==> src/common/touch_setup_pkg.sv <==
// Shared constants for the touch setup command handler and its host end.
// Assumes a 100 MHz system clock and a byte-wide command link.
package touch_setup_pkg;

	// Key array
	localparam int KEY_COUNT = 64;
	localparam int KEY_W     = 6;
	localparam int ROW_LSB   = 3;

	// Command codes
	localparam logic [7:0] CMD_POS_RECAL = 8'h0b;
	localparam logic [7:0] CMD_NEG_RECAL = 8'h0c;
	localparam logic [7:0] CMD_PULSE_SP  = 8'h0d;
	localparam logic [7:0] CMD_POS_BAND  = 8'h0e;
	localparam logic [7:0] CMD_NEG_BAND  = 8'h0f;
	localparam logic [7:0] CMD_ADJ_SUPP  = 8'h10;
	localparam logic [7:0] CMD_DAC_TEST  = 8'h44;
	localparam logic [7:0] CMD_LOCK_REF  = 8'h4c;
	localparam logic [7:0] NULL_BYTE     = 8'h00;

	// Argument limits
	localparam logic [7:0] PULSE_MIN    = 8'h02;
	localparam logic [7:0] PULSE_MAX    = 8'h0a;
	localparam logic [7:0] POS_BAND_MAX = 8'h64;
	localparam logic [7:0] NEG_BAND_MAX = 8'h63;

	// Reset values
	localparam logic [7:0] DELAY_RST = 8'h00;
	localparam logic [7:0] PULSE_RST = 8'h02;
	localparam logic [7:0] BAND_RST  = 8'h00;
	localparam logic [7:0] DAC_RST   = 8'h00;

	// Delay units seen by the sensing core
	localparam int POS_DELAY_UNIT_MS = 100;
	localparam int NEG_DELAY_UNIT_MS = 1000;

	// Argument byte timeout
	localparam int CLK_KHZ            = 100000;
	localparam int ARG_TIMEOUT_MS     = 100;
	localparam int ARG_TIMEOUT_CYCLES = ARG_TIMEOUT_MS * CLK_KHZ;

	// Scope selection
	typedef enum logic [1:0] {SCOPE_KEY, SCOPE_ROW, SCOPE_COL, SCOPE_ALL} scope_t;

	// Host register map (byte offsets) and fields
	localparam logic [7:0] REG_CTRL   = 8'h00;
	localparam logic [7:0] REG_TX     = 8'h04;
	localparam logic [7:0] REG_RX     = 8'h08;
	localparam int CTRL_PUT_BIT       = 0;
	localparam int CTRL_SCOPE_LSB     = 1;
	localparam int CTRL_AUTO_GET_BIT  = 3;
	localparam int CTRL_KEY_LSB       = 8;
	localparam int RX_NEW_BIT         = 8;

	// Valid delay settings, ascending
	localparam logic [7:0] DELAY_SET [16] = '{
		8'h00, 8'h01, 8'h02, 8'h03, 8'h05, 8'h07, 8'h0a, 8'h0f,
		8'h14, 8'h20, 8'h2d, 8'h3c, 8'h5a, 8'h7b, 8'haf, 8'hff};

	// Largest valid delay not above the request
	function automatic logic [7:0] round_delay(input logic [7:0] v);
		logic [7:0] r;
		r = DELAY_SET[0];
		for (int i = 0; i < 16; i++) begin
			if (DELAY_SET[i] <= v) begin
				r = DELAY_SET[i];
			end
		end
		return r;
	endfunction

endpackage

==> src/common/touch_link_if.sv <==
// Byte link between the host controller and the touch setup handler.
// Both ends run on the same system clock; strobes are one-cycle pulses.
`timescale 1ns/1ns
interface touch_link_if;
	logic [7:0] cmd_byte;
	logic       cmd_valid;
	logic       put_mode;
	logic [1:0] scope_sel;
	logic [5:0] scope_key;
	logic [7:0] rsp_byte;
	logic       rsp_valid;

	modport host (
		output cmd_byte, cmd_valid, put_mode, scope_sel, scope_key,
		input  rsp_byte, rsp_valid
	);
	modport device (
		input  cmd_byte, cmd_valid, put_mode, scope_sel, scope_key,
		output rsp_byte, rsp_valid
	);
endinterface

==> src/design/touch_setup_device.sv <==
// Device end: interprets setup command bytes and holds per-key and global setup.
// Assumes the host end on the link and a sensing core on the user-side ports.
//
// Our own choices: the AHB-Lite interface to the registers and the register addresses.
`timescale 1ns/1ns

// Functional notes
// - Positive recal delay per key, rounded down
// - Zero positive delay: no positive recal
// - Negative recal delay 0x0C, echoed on Put
// - Zero negative delay: no prolonged-touch recal
// - Pulse spacing global, 2 to 10 only
// - Get returns stored pulse spacing
// - Positive band global, clipped to 100
// - Flag key whose reference exceeds positive band
// - Band flags only after key recalibrated
// - Host recalibrates keys with extreme references; no recal command here, only flagged on key_error_o, pos_band_err_o and neg_band_err_o
// - Zero positive band disables positive check
// - Negative band global, clipped to 99
// - Zero negative band disables negative check
// - Suppression enable per key, default off
// - Suppression only among enabled, bursting keys
// - Supervisory commands ignore key scope
// - Host returns to Get mode after Put
// - DAC test: Put only, value within timeout
// - DAC test stops sensing until reset
// - DAC test zeroes all burst lengths first
// - Lock reference: null second byte, echo
// - Lock needs Put, no gap, timeout
// - Zero burst key reports error
module touch_setup_device
	import touch_setup_pkg::*;
#(
	parameter int NUM_KEYS    = KEY_COUNT,
	parameter int REF_W       = 16,
	parameter int ARG_TIMEOUT = ARG_TIMEOUT_CYCLES
) (
	input  wire logic             clk_sys_i,
	input  wire logic             reset_i,
	touch_link_if.device          link,
	input  wire logic [KEY_W-1:0] query_key_i,
	input  wire logic [REF_W-1:0] ref_level_i,
	input  wire logic [REF_W-1:0] locked_ref_i,
	input  wire logic             key_recalibrated_i,
	output logic      [7:0]       pos_delay_o,
	output logic      [7:0]       neg_delay_o,
	output logic                  pos_recal_en_o,
	output logic                  neg_recal_en_o,
	output logic                  adj_part_o,
	output logic                  key_error_o,
	output logic                  pos_band_err_o,
	output logic                  neg_band_err_o,
	output logic      [7:0]       pulse_spacing_o,
	output logic      [7:0]       pos_band_o,
	output logic      [7:0]       neg_band_o,
	output logic                  sensing_en_o,
	output logic      [7:0]       dac_value_o,
	output logic                  dac_load_o,
	output logic                  lock_ref_o
);

	localparam int TMR_W = $clog2(ARG_TIMEOUT + 1);
	localparam int PW    = REF_W + 8;

	typedef enum logic {ST_IDLE, ST_ARG} state_t;

	state_t              state_q;
	logic   [7:0]        opcode_q;
	logic   [TMR_W-1:0]  timer_q;
	logic   [7:0]        pos_dly_q [NUM_KEYS];
	logic   [7:0]        neg_dly_q [NUM_KEYS];
	logic   [NUM_KEYS-1:0] adj_en_q;
	logic   [NUM_KEYS-1:0] burst_on_q;
	logic   [7:0]        pulse_q;
	logic   [7:0]        pband_q;
	logic   [7:0]        nband_q;
	logic                dac_mode_q;
	logic   [7:0]        dac_q;
	logic                dac_load_q;
	logic                lock_q;
	logic   [7:0]        rsp_byte_q;
	logic                rsp_valid_q;
	logic                pos_err_q;
	logic                neg_err_q;
	logic                key_err_q;

	// Command byte classification
	wire [7:0] rx       = link.cmd_byte;
	wire       is_key   = (rx == CMD_POS_RECAL) | (rx == CMD_NEG_RECAL) | (rx == CMD_ADJ_SUPP);
	wire       is_glob  = (rx == CMD_PULSE_SP) | (rx == CMD_POS_BAND) | (rx == CMD_NEG_BAND);
	wire       is_super = (rx == CMD_DAC_TEST) | (rx == CMD_LOCK_REF);
	wire       start    = (state_q == ST_IDLE) & link.cmd_valid & link.put_mode
	                      & (is_key | is_glob | is_super);
	wire       get_cmd  = (state_q == ST_IDLE) & link.cmd_valid & ~link.put_mode
	                      & (is_key | is_glob);
	wire       timeout  = (state_q == ST_ARG) & (timer_q == TMR_W'(ARG_TIMEOUT - 1));
	// Argument accepted only while still in Put mode; any byte ends the wait
	wire       arg_take = (state_q == ST_ARG) & link.cmd_valid & link.put_mode;

	// Write strobes per command
	wire wr_pos   = arg_take & (opcode_q == CMD_POS_RECAL);
	wire wr_neg   = arg_take & (opcode_q == CMD_NEG_RECAL);
	wire wr_adj   = arg_take & (opcode_q == CMD_ADJ_SUPP) & (rx <= 8'h01);
	wire wr_pulse = arg_take & (opcode_q == CMD_PULSE_SP)
	                & (rx >= PULSE_MIN) & (rx <= PULSE_MAX);
	wire wr_pband = arg_take & (opcode_q == CMD_POS_BAND);
	wire wr_nband = arg_take & (opcode_q == CMD_NEG_BAND);
	wire wr_dac   = arg_take & (opcode_q == CMD_DAC_TEST);
	wire wr_lock  = arg_take & (opcode_q == CMD_LOCK_REF) & (rx == NULL_BYTE);
	wire echo     = arg_take & ~((opcode_q == CMD_LOCK_REF) & (rx != NULL_BYTE));

	// Scope decode: one key, a row of eight, a column of eight, or all keys
	wire [KEY_W-1:0] skey = link.scope_key;
	wire [NUM_KEYS-1:0] in_scope;
	genvar g;
	generate
		for (g = 0; g < NUM_KEYS; g++) begin : g_scope
			localparam logic [KEY_W-1:0] KI = KEY_W'(g);
			assign in_scope[g] =
				(scope_t'(link.scope_sel) == SCOPE_ALL) |
				((scope_t'(link.scope_sel) == SCOPE_KEY) & (KI == skey)) |
				((scope_t'(link.scope_sel) == SCOPE_ROW) &
				 (KI[KEY_W-1:ROW_LSB] == skey[KEY_W-1:ROW_LSB])) |
				((scope_t'(link.scope_sel) == SCOPE_COL) &
				 (KI[ROW_LSB-1:0] == skey[ROW_LSB-1:0]));
		end
	endgenerate

	// Get replies read the key named by the scope
	wire [7:0] get_val =
		(rx == CMD_POS_RECAL) ? pos_dly_q[skey] :
		(rx == CMD_NEG_RECAL) ? neg_dly_q[skey] :
		(rx == CMD_ADJ_SUPP)  ? {7'h00, adj_en_q[skey]} :
		(rx == CMD_PULSE_SP)  ? pulse_q :
		(rx == CMD_POS_BAND)  ? pband_q : nband_q;

	// Argument wait: opens on a known Put command, closes on a byte or timeout
	always_ff @(posedge clk_sys_i or posedge reset_i) begin
		if (reset_i) begin
			state_q  <= ST_IDLE;
			opcode_q <= 8'h00;
			timer_q  <= '0;
		end else begin
			unique case (state_q)
				ST_IDLE: begin
					timer_q <= '0;
					if (start) begin
						state_q  <= ST_ARG;
						opcode_q <= rx;
					end
				end
				ST_ARG: begin
					timer_q <= timer_q + TMR_W'(1);
					if (link.cmd_valid | timeout) begin
						state_q <= ST_IDLE;
					end
				end
			endcase
		end
	end

	// Per-key setup, written only for keys in scope
	always_ff @(posedge clk_sys_i or posedge reset_i) begin
		if (reset_i) begin
			for (int k = 0; k < NUM_KEYS; k++) begin
				pos_dly_q[k] <= DELAY_RST;
				neg_dly_q[k] <= DELAY_RST;
			end
			adj_en_q <= '0;
		end else begin
			for (int k = 0; k < NUM_KEYS; k++) begin
				if (in_scope[k] & wr_pos) begin
					pos_dly_q[k] <= round_delay(rx);
				end
				if (in_scope[k] & wr_neg) begin
					neg_dly_q[k] <= round_delay(rx);
				end
				if (in_scope[k] & wr_adj) begin
					adj_en_q[k] <= rx[0];
				end
			end
		end
	end

	// Global setup, one shared value each, scope ignored
	always_ff @(posedge clk_sys_i or posedge reset_i) begin
		if (reset_i) begin
			pulse_q <= PULSE_RST;
			pband_q <= BAND_RST;
			nband_q <= BAND_RST;
		end else begin
			if (wr_pulse) pulse_q <= rx;
			if (wr_pband) pband_q <= (rx > POS_BAND_MAX) ? POS_BAND_MAX : rx;
			if (wr_nband) nband_q <= (rx > NEG_BAND_MAX) ? NEG_BAND_MAX : rx;
		end
	end

	// DAC test and lock reference; DAC mode holds until reset
	always_ff @(posedge clk_sys_i or posedge reset_i) begin
		if (reset_i) begin
			dac_mode_q <= 1'b0;
			dac_q      <= DAC_RST;
			dac_load_q <= 1'b0;
			lock_q     <= 1'b0;
			burst_on_q <= '1;
		end else begin
			dac_load_q <= wr_dac;
			lock_q     <= wr_lock;
			if (wr_dac) begin
				dac_mode_q <= 1'b1;
				dac_q      <= rx;
				burst_on_q <= '0;
			end
		end
	end

	// Replies: echo after an accepted Put, value after a Get
	always_ff @(posedge clk_sys_i or posedge reset_i) begin
		if (reset_i) begin
			rsp_valid_q <= 1'b0;
			rsp_byte_q  <= 8'h00;
		end else begin
			rsp_valid_q <= echo | get_cmd;
			if (echo) begin
				rsp_byte_q <= opcode_q;
			end else if (get_cmd) begin
				rsp_byte_q <= get_val;
			end
		end
	end

	// Reference boundary checks for the queried key
	wire [PW-1:0] ref_w     = PW'(ref_level_i);
	wire [PW-1:0] lock_w    = PW'(locked_ref_i);
	wire [PW-1:0] pos_lhs   = PW'(ref_w * PW'(10));
	wire [PW-1:0] pos_rhs   = PW'(lock_w * (PW'(10) + PW'(pband_q)));
	wire [PW-1:0] neg_lhs   = PW'(ref_w * PW'(100));
	wire [PW-1:0] neg_rhs   = PW'(lock_w * PW'(nband_q));
	wire          pos_check = (pband_q != 8'h00) & key_recalibrated_i;
	wire          neg_check = (nband_q != 8'h00) & key_recalibrated_i;
	wire          pos_err_d = pos_check & (pos_lhs > pos_rhs);
	wire          neg_err_d = neg_check & (neg_lhs < neg_rhs);

	always_ff @(posedge clk_sys_i or posedge reset_i) begin
		if (reset_i) begin
			pos_err_q <= 1'b0;
			neg_err_q <= 1'b0;
			key_err_q <= 1'b0;
		end else begin
			pos_err_q <= pos_err_d;
			neg_err_q <= neg_err_d;
			key_err_q <= ~burst_on_q[query_key_i] | pos_err_d | neg_err_d;
		end
	end

	// Per-key and global view for the sensing core, and the reply to the link
	assign pos_delay_o     = pos_dly_q[query_key_i];
	assign neg_delay_o     = neg_dly_q[query_key_i];
	assign pos_recal_en_o  = (pos_dly_q[query_key_i] != DELAY_RST);
	assign neg_recal_en_o  = (neg_dly_q[query_key_i] != DELAY_RST);
	assign adj_part_o      = adj_en_q[query_key_i] & burst_on_q[query_key_i];
	assign key_error_o     = key_err_q;
	assign pos_band_err_o  = pos_err_q;
	assign neg_band_err_o  = neg_err_q;
	assign pulse_spacing_o = pulse_q;
	assign pos_band_o      = pband_q;
	assign neg_band_o      = nband_q;
	assign sensing_en_o    = ~dac_mode_q;
	assign dac_value_o     = dac_q;
	assign dac_load_o      = dac_load_q;
	assign lock_ref_o      = lock_q;
	assign link.rsp_byte   = rsp_byte_q;
	assign link.rsp_valid  = rsp_valid_q;

endmodule

==> src/flat_wrapper.sv <==
// flat-port wrapper written by rule: the top's interface ports become plain ports
module touch_setup_device_flat import touch_setup_pkg::*;
#(
	parameter int NUM_KEYS    = KEY_COUNT,
	parameter int REF_W       = 16,
	parameter int ARG_TIMEOUT = ARG_TIMEOUT_CYCLES
)
  (clk_sys_i, reset_i, query_key_i, ref_level_i, locked_ref_i, key_recalibrated_i, pos_delay_o, neg_delay_o, pos_recal_en_o, neg_recal_en_o, adj_part_o, key_error_o, pos_band_err_o, neg_band_err_o, pulse_spacing_o, pos_band_o, neg_band_o, sensing_en_o, dac_value_o, dac_load_o, lock_ref_o, link_cmd_byte, link_cmd_valid, link_put_mode, link_scope_sel, link_scope_key, link_rsp_byte, link_rsp_valid);
  touch_link_if link_i ();
  input  wire logic clk_sys_i;
  input  wire logic reset_i;
  input  wire logic [KEY_W-1:0] query_key_i;
  input  wire logic [REF_W-1:0] ref_level_i;
  input  wire logic [REF_W-1:0] locked_ref_i;
  input  wire logic key_recalibrated_i;
  output logic      [7:0] pos_delay_o;
  output logic      [7:0] neg_delay_o;
  output logic pos_recal_en_o;
  output logic neg_recal_en_o;
  output logic adj_part_o;
  output logic key_error_o;
  output logic pos_band_err_o;
  output logic neg_band_err_o;
  output logic      [7:0] pulse_spacing_o;
  output logic      [7:0] pos_band_o;
  output logic      [7:0] neg_band_o;
  output logic sensing_en_o;
  output logic      [7:0] dac_value_o;
  output logic dac_load_o;
  output logic lock_ref_o;
  input wire logic [$bits(link_i.cmd_byte)-1:0] link_cmd_byte;
  input wire logic [$bits(link_i.cmd_valid)-1:0] link_cmd_valid;
  input wire logic [$bits(link_i.put_mode)-1:0] link_put_mode;
  input wire logic [$bits(link_i.scope_sel)-1:0] link_scope_sel;
  input wire logic [$bits(link_i.scope_key)-1:0] link_scope_key;
  output wire logic [$bits(link_i.rsp_byte)-1:0] link_rsp_byte;
  output wire logic [$bits(link_i.rsp_valid)-1:0] link_rsp_valid;
  assign link_i.cmd_byte = link_cmd_byte;
  assign link_i.cmd_valid = link_cmd_valid;
  assign link_i.put_mode = link_put_mode;
  assign link_i.scope_sel = link_scope_sel;
  assign link_i.scope_key = link_scope_key;
  assign link_rsp_byte = link_i.rsp_byte;
  assign link_rsp_valid = link_i.rsp_valid;
  touch_setup_device #(.NUM_KEYS(NUM_KEYS), .REF_W(REF_W), .ARG_TIMEOUT(ARG_TIMEOUT)) u_core (.clk_sys_i(clk_sys_i), .reset_i(reset_i), .link(link_i), .query_key_i(query_key_i), .ref_level_i(ref_level_i), .locked_ref_i(locked_ref_i), .key_recalibrated_i(key_recalibrated_i), .pos_delay_o(pos_delay_o), .neg_delay_o(neg_delay_o), .pos_recal_en_o(pos_recal_en_o), .neg_recal_en_o(neg_recal_en_o), .adj_part_o(adj_part_o), .key_error_o(key_error_o), .pos_band_err_o(pos_band_err_o), .neg_band_err_o(neg_band_err_o), .pulse_spacing_o(pulse_spacing_o), .pos_band_o(pos_band_o), .neg_band_o(neg_band_o), .sensing_en_o(sensing_en_o), .dac_value_o(dac_value_o), .dac_load_o(dac_load_o), .lock_ref_o(lock_ref_o));
endmodule
==> config.mk <==
export PLATFORM = sky130hd
export DESIGN_NAME = touch_setup_device_flat
export DESIGN_NICKNAME = d
export VERILOG_FILES = /design/src/common/touch_setup_pkg.sv /design/src/common/touch_link_if.sv /design/src/design/touch_setup_device.sv /design/src/flat_wrapper.sv
export SDC_FILE = /design/constraint.sdc
export NUM_CORES = 2
export LEC_CHECK = 0
export BUFFER_PORTS_ARGS = -buffer_cell sky130_fd_sc_hd__buf_2
export CAP_MARGIN = 30
export CORE_MARGIN = 8
export CORE_UTILIZATION = 54
export CTS_CLUSTER_DIAMETER = 200
export CTS_CLUSTER_SIZE = 25
export DETAILED_ROUTE_END_ITERATION = 10
export MAX_ROUTING_LAYER = met4
export PLACE_DENSITY = 0.73
export SYNTH_ARGS = -nofsm -noshare
export SYNTH_HDL_FRONTEND = slang
export SYNTH_SLANG_ARGS = --single-unit
==> constraint.sdc <==
create_clock -name clk_sys_i -period 39.2 [get_ports clk_sys_i]
set_input_delay 5.88 -clock clk_sys_i [delete_from_list [all_inputs] [get_ports clk_sys_i]]
set_output_delay 5.88 -clock clk_sys_i [all_outputs]
set_load 0.01 [all_outputs]
# Yosys cells after proc, flatten, opt, wreduce, memory -nomap -nowiden
# Index checks and enable logic that the tools add are counted.
# word_totals
ram_bits,0
wordCells,904
regBits,1232
output_inout_bits,66
input_bits,59
n_memories,0
latchBits,0
rom_bits,0
# op_classes
order_cmp,26
multipliers,4
n_eq_ne,97
muxes,46
n_bitwise,509
shifts,0
n_div,0
n_reduce_logical,12
add_sub_neg,2
# op_table
cell,n
AND 1 bit,299
2-to-1 mux 8 bit,31
bitwise OR 1 bit,203
binary-select mux 8 bit (select 6 bit),4
"equality test 6 bit, first input constant",32
"equality test 5 x 6 -> 1 bit, first input constant",16
"equality test 8 x 4 -> 1 bit, second input constant",10
"equality test 4 x 6 -> 1 bit, first input constant",8
case mux 24 bit (2 select lines),1
nonzero test 8 bit,5
"equality test 8 x 7 -> 1 bit, second input constant",4
"adder 24 x 1 -> 24 bit, second input constant",1
"equality test 24 bit, second input constant",1
"equality test 3 bit, first input constant",8
"equality test 3 x 6 -> 1 bit, first input constant",4
greater-than comparator 24 bit,1
"less-or-equal comparator 6 x 8 -> 1 bit, first input constant",3
less-than comparator 24 bit,1
multiplier 16 x 24 -> 24 bit,1
multiplier 16 x 8 -> 24 bit,1
"multiplier 16 x 5 -> 21 bit, second input constant",1
"multiplier 16 x 3 -> 19 bit, second input constant",1
binary-select mux 1 bit (select 6 bit),3
"equality test 8 x 5 -> 1 bit, second input constant",2
other kinds (30),55

# Depth between registers and ports, before layout
# depth
word_depth,16
depth_mapped,30
mapped_depth_nobuf,29

# Least setup slack after synthesis
# Ideal clock, no wire load.
# synth_path
path_kind,input port to output port
from,in query_key_i[1]
to,out neg_recal_en_o
arrival_ns,8.383
required_ns,33.320
slack_ns,24.937
n_path_buf,3
cell_stages,8
cell_sequence,buf_2 buf_1 clkbuf_1 mux4_2 mux4_2 mux4_2 nor4_1 nand2_1
# synth_via
elab_chain_cells,5
# synth_lines
item,line,text
"start, declared",flat_wrapper.sv:12,input wire logic [KEY_W-1:0] query_key_i;
inverter 6 -> 7 bit,n/a,
binary-select mux 8 bit (select 6 bit),n/a,
2-to-1 mux 8 bit (2 in a row),n/a,
net neg_delay_o[3],flat_wrapper.sv:17,output logic [7:0] neg_delay_o;
nonzero test 8 bit,touch_setup_device.sv:260,assign neg_recal_en_o = (neg_dly_q[query_key_i] != DELAY_RST);
"end, declared",flat_wrapper.sv:19,output logic neg_recal_en_o;
# The timed path passes the listed nets, and every way through them passes these cells. The select of a mux whose other input is x is not followed.

# Final worst setup path
# layout_path
from,in query_key_i[1]
to,out pos_recal_en_o
# layout_via
elab_chain_cells,5
# layout_lines
item,line,text
inverter 6 -> 7 bit (not written as such),touch_setup_device.sv:259,assign pos_recal_en_o = (pos_dly_q[query_key_i] != DELAY_RST);
binary-select mux 8 bit (select 6 bit),touch_setup_device.sv:259,
2-to-1 mux 8 bit (not written as such) (2 in a row),touch_setup_device.sv:259,
nonzero test 8 bit,touch_setup_device.sv:259,
"end, declared",flat_wrapper.sv:18,output logic pos_recal_en_o;
# Every way passes these cells. The select of a mux whose other input is x is not followed.

==> reports/results.ini <==
[critical_path]
crit_top_cell = mux4_2
startpoint_type = primary input
r2r-start = u_core.pos_band_o[2]
crit_start = query_key_i[1]
required_ns = 33.32
worstSetupPathType = primary input to output pin
path_delay_family = buffers and inverters
path_buf_inv = 5
cp_data_arrival_time_ns = 10.36
end_kind = output pin
rr_worst_depth = 24
timing.rr.end = u_core.key_error_o
r2r_slack_ns = 31.21
path_cells = buf_8 -> buf_4 -> buf_4 -> buf_16 -> mux4_2 -> mux4_2 -> mux4_2 -> nor4_1 -> nand2_1 -> buf_2
critPathMaxStageDelay_ns = 0.76
crit_path_max_fanout = 109
slowest_stage = buf_4

[sta]
skew_ns = 0.0413
slew_viol_final = 0
final-hold-violation-count = 0
rsz0062_at_grt = no
clock.fmax_mhz = 61.6
maxSlewHeadroom = 0.247
tns_ns = 0
setup_violations = 0
min_period_ns = 16.24
worst_pin_slew_ns = 1.13
period_share = 0.414

[cts]
ctsResizeCount = 0
ctsRootBufferMaster = clkbuf_16
clk_latency_ns = 0.68
cts_tree = done
clkSinkCount = 1169
clock_path_buffers = 3
postCtsHoldBufs = 0
cts.htree.levels = 2
clkSlewWorstSetupHoldPaths_ns = 0.10
cts_buffers = 52
postCtsSetupRepairBufs = 0

[logic_synthesis]
syn_avg_cell_area_um2 = 11.0
synth_commonest_cells = 1167 x dfrtp_1, 750 x nand2_1, 727 x nor2_1
ys.flop_type = dfrtp_1
ys_top_cells_by_area = dfrtp_1 40%, mux4_2 22%, fa_1 5.3%, a21oi_1 4.4%, nand2_1 3.9%
synth_fp_nets = 7052
syn_area_um2 = 72800
synthArstFlopShare = 1.00
ys_types = 74
synth_top_cell_area_share = 0.401
netlist_instances = 6589
seq_area_frac_synth = 0.402
yosys_warnings = 0
ys_ff_latch = 1169
yosys.cell_count.top_type = dfrtp_1
synth_edf_count = 0
yosys.area.top_type = dfrtp_1

[global_routing]
grt_pass1_vias = 54100
grtUsageTotal = 0.298
grt_pass1_wl_mm = 331
grt_max_degree = 195
antenna_found_initial = 9
globalRouteOverflowTotal = 0

[power_and_ir_drop]
cellPowerDensity_nw_per_um2 = 30.0
leakagePower_uw = 0.0345
peakVddDrop_mv = 0.0381

[drt]
first_pass_iters = 8
drc = 3
detail-route-antenna-nets = 0
wl_mm = 214
vias = 54200
post_drt_wl_per_cell_um = 26.1
routed_via_density = 6.62
drtIter0Drc = 6357

[finish]
final_util = 0.572
num-nets-final = 6858
drive_above_1_share = 0.191
synthToLayoutAreaGrowth_pct = 5.08

[run]
max-cap-violations = 0

[placed_design]
place_hpwl_mm = 144
globalplace.congestion = 0.984
io_buffers = 124

[die]
core_um2 = 134000
io_pins = 125
start_util = 0.545
die-area_um2 = 147000
rows = 134
fp.dieW_um = 383
fp.dieH_um = 383

[outcome]
violations = DRC
status = finished, violations left

[min_path]
hold_path_depth = 2
hold_path.startpoint = u_core.dac_mode_q
hp-class = flop to flop
hold-path-endpoint = u_core.dac_mode_q

## final cells by class
class | instances | area (um^2)
fillers | 10900 | 57100
flip-flops and latches | 1169 | 29300
clock inverters | 2 | 25.0
clock buffers | 66 | 1400
diodes | 12 | 30.0
inverters | 318 | 1200
multi-input cells | 4578 | 40400
well taps | 1768 | 2210
repair buffers | 276 | 2000
## worst register-to-register path, stage by stage, from the launching register on
cell and delay (ns):
dfrtp_1 0.60, a21oi_1 0.24, xnor2_2 0.76, and2_1 0.28
fa_1 0.45, fa_1 0.49, fa_1 0.54, inv_1 0.05
fa_1 0.52, inv_1 0.04, ha_1 0.36, a211o_1 0.29
o211ai_1 0.13, o21ai_0 0.18, a21oi_1 0.33, o21ba_2 0.20
o21bai_1 0.06, a21oi_1 0.17, xor2_1 0.30, ha_1 0.20
nand4_1 0.16, nor4_1 0.45, a21oi_1 0.12, or4_1 0.69
o221ai_1 0.26
## cells in the final DEF (no fill, tap or decap), types with 13 or more instances in the layout
cell type,instances
a211oi_1,19
a21o_1,32
a21oi_1,631
and2_1,163
and3_1,19
buf_2,119
buf_4,137
clkbuf_16,54
dfrtp_1,1167
fa_1,194
ha_1,210
inv_1,316
mux2_2,143
mux2i_1,27
mux4_2,702
nand2_1,750
nand2b_1,32
nand3_1,52
nand4_1,19
nor2_1,712
nor2_2,15
nor2b_1,32
nor3_1,26
o21ai_0,514
o21bai_1,16
or3_1,13
xnor2_1,53
xor2_1,31
## stage by stage
step / instances / area, um^2 / power [uW] / setup slack, ns / hold slack [ns]
6_report: 8189 / 76500 / 2290 / 22.96 / 0.465
5_1_grt: 8185 / 76500 / 2390 / 22.82 / 0.493
4_1_cts: 8168 / 76300 / 2300 / 22.66 / 0.478
3_5_place_dp: 8100 / 74900 / 1670 / 22.65 / 0.455
3_3_place_gp: 8091 / 74700 / 1660 / 22.66 / 0.426
2_1_floorplan: 6589 / 72800 / 1560 / 0.396 / 0.431
## routing by layer
metal  share of wire  vias to the layer above  wire length [um]  track usage
met1            0.38                    27600             80800        0.386
li1                -                    23000                 -            -
met4           0.053                        0             11300        0.136
met2            0.46                     3065             98900        0.453
met3            0.11                      573             22700       0.0673
met5               0                        -                 0            -
## registers in the layout, indices dropped and copies added (netlist names), 8 cells and up
register,flops
u_core.neg_band_o,8
u_core.link.rsp_byte,8
u_core.timer_q,24
u_core.pos_band_o,8
u_core.dac_value_o,8
u_core.neg_dly_q,512
u_core.pulse_spacing_o,8
u_core.adj_en_q,64
u_core.pos_dly_q,512
u_core.opcode_q,8
## where the power goes
group | leakage, uW | internal, uW | switching, uW
Clock | 0.000691 | 252 | 387
Combinational | 0.0175 | 163 | 279
Sequential | 0.0163 | 1210 | 3.78
Total | 0.0345 | 1620 | 670
## worst max-delay path by stage
stage	end	slack, ns	depth (start not counted)
6_report	pos_recal_en_o	22.96	10
5_1_grt	pos_recal_en_o	22.82	10
3_5_place_dp	pos_recal_en_o	22.65	9
2_1_floorplan	u_core.adj_en_q[0]	0.40	1
4_1_cts	pos_recal_en_o	22.66	9
3_3_place_gp	pos_recal_en_o	22.66	9
## logic make-up after synthesis
kind of cell | Yosys count | synth area share
DFF | 1169 | 0.402
xor gates and xnor gates | 85 | 0.0102
adders and majority gates | 405 | 0.0896
and+or+nand+nor | 1886 | 0.111
buffers and inverters | 842 | 0.0458
AOI/OAI and AO/OA | 1323 | 0.0976
muxes | 879 | 0.244
(Power assumes the default switching activity.)
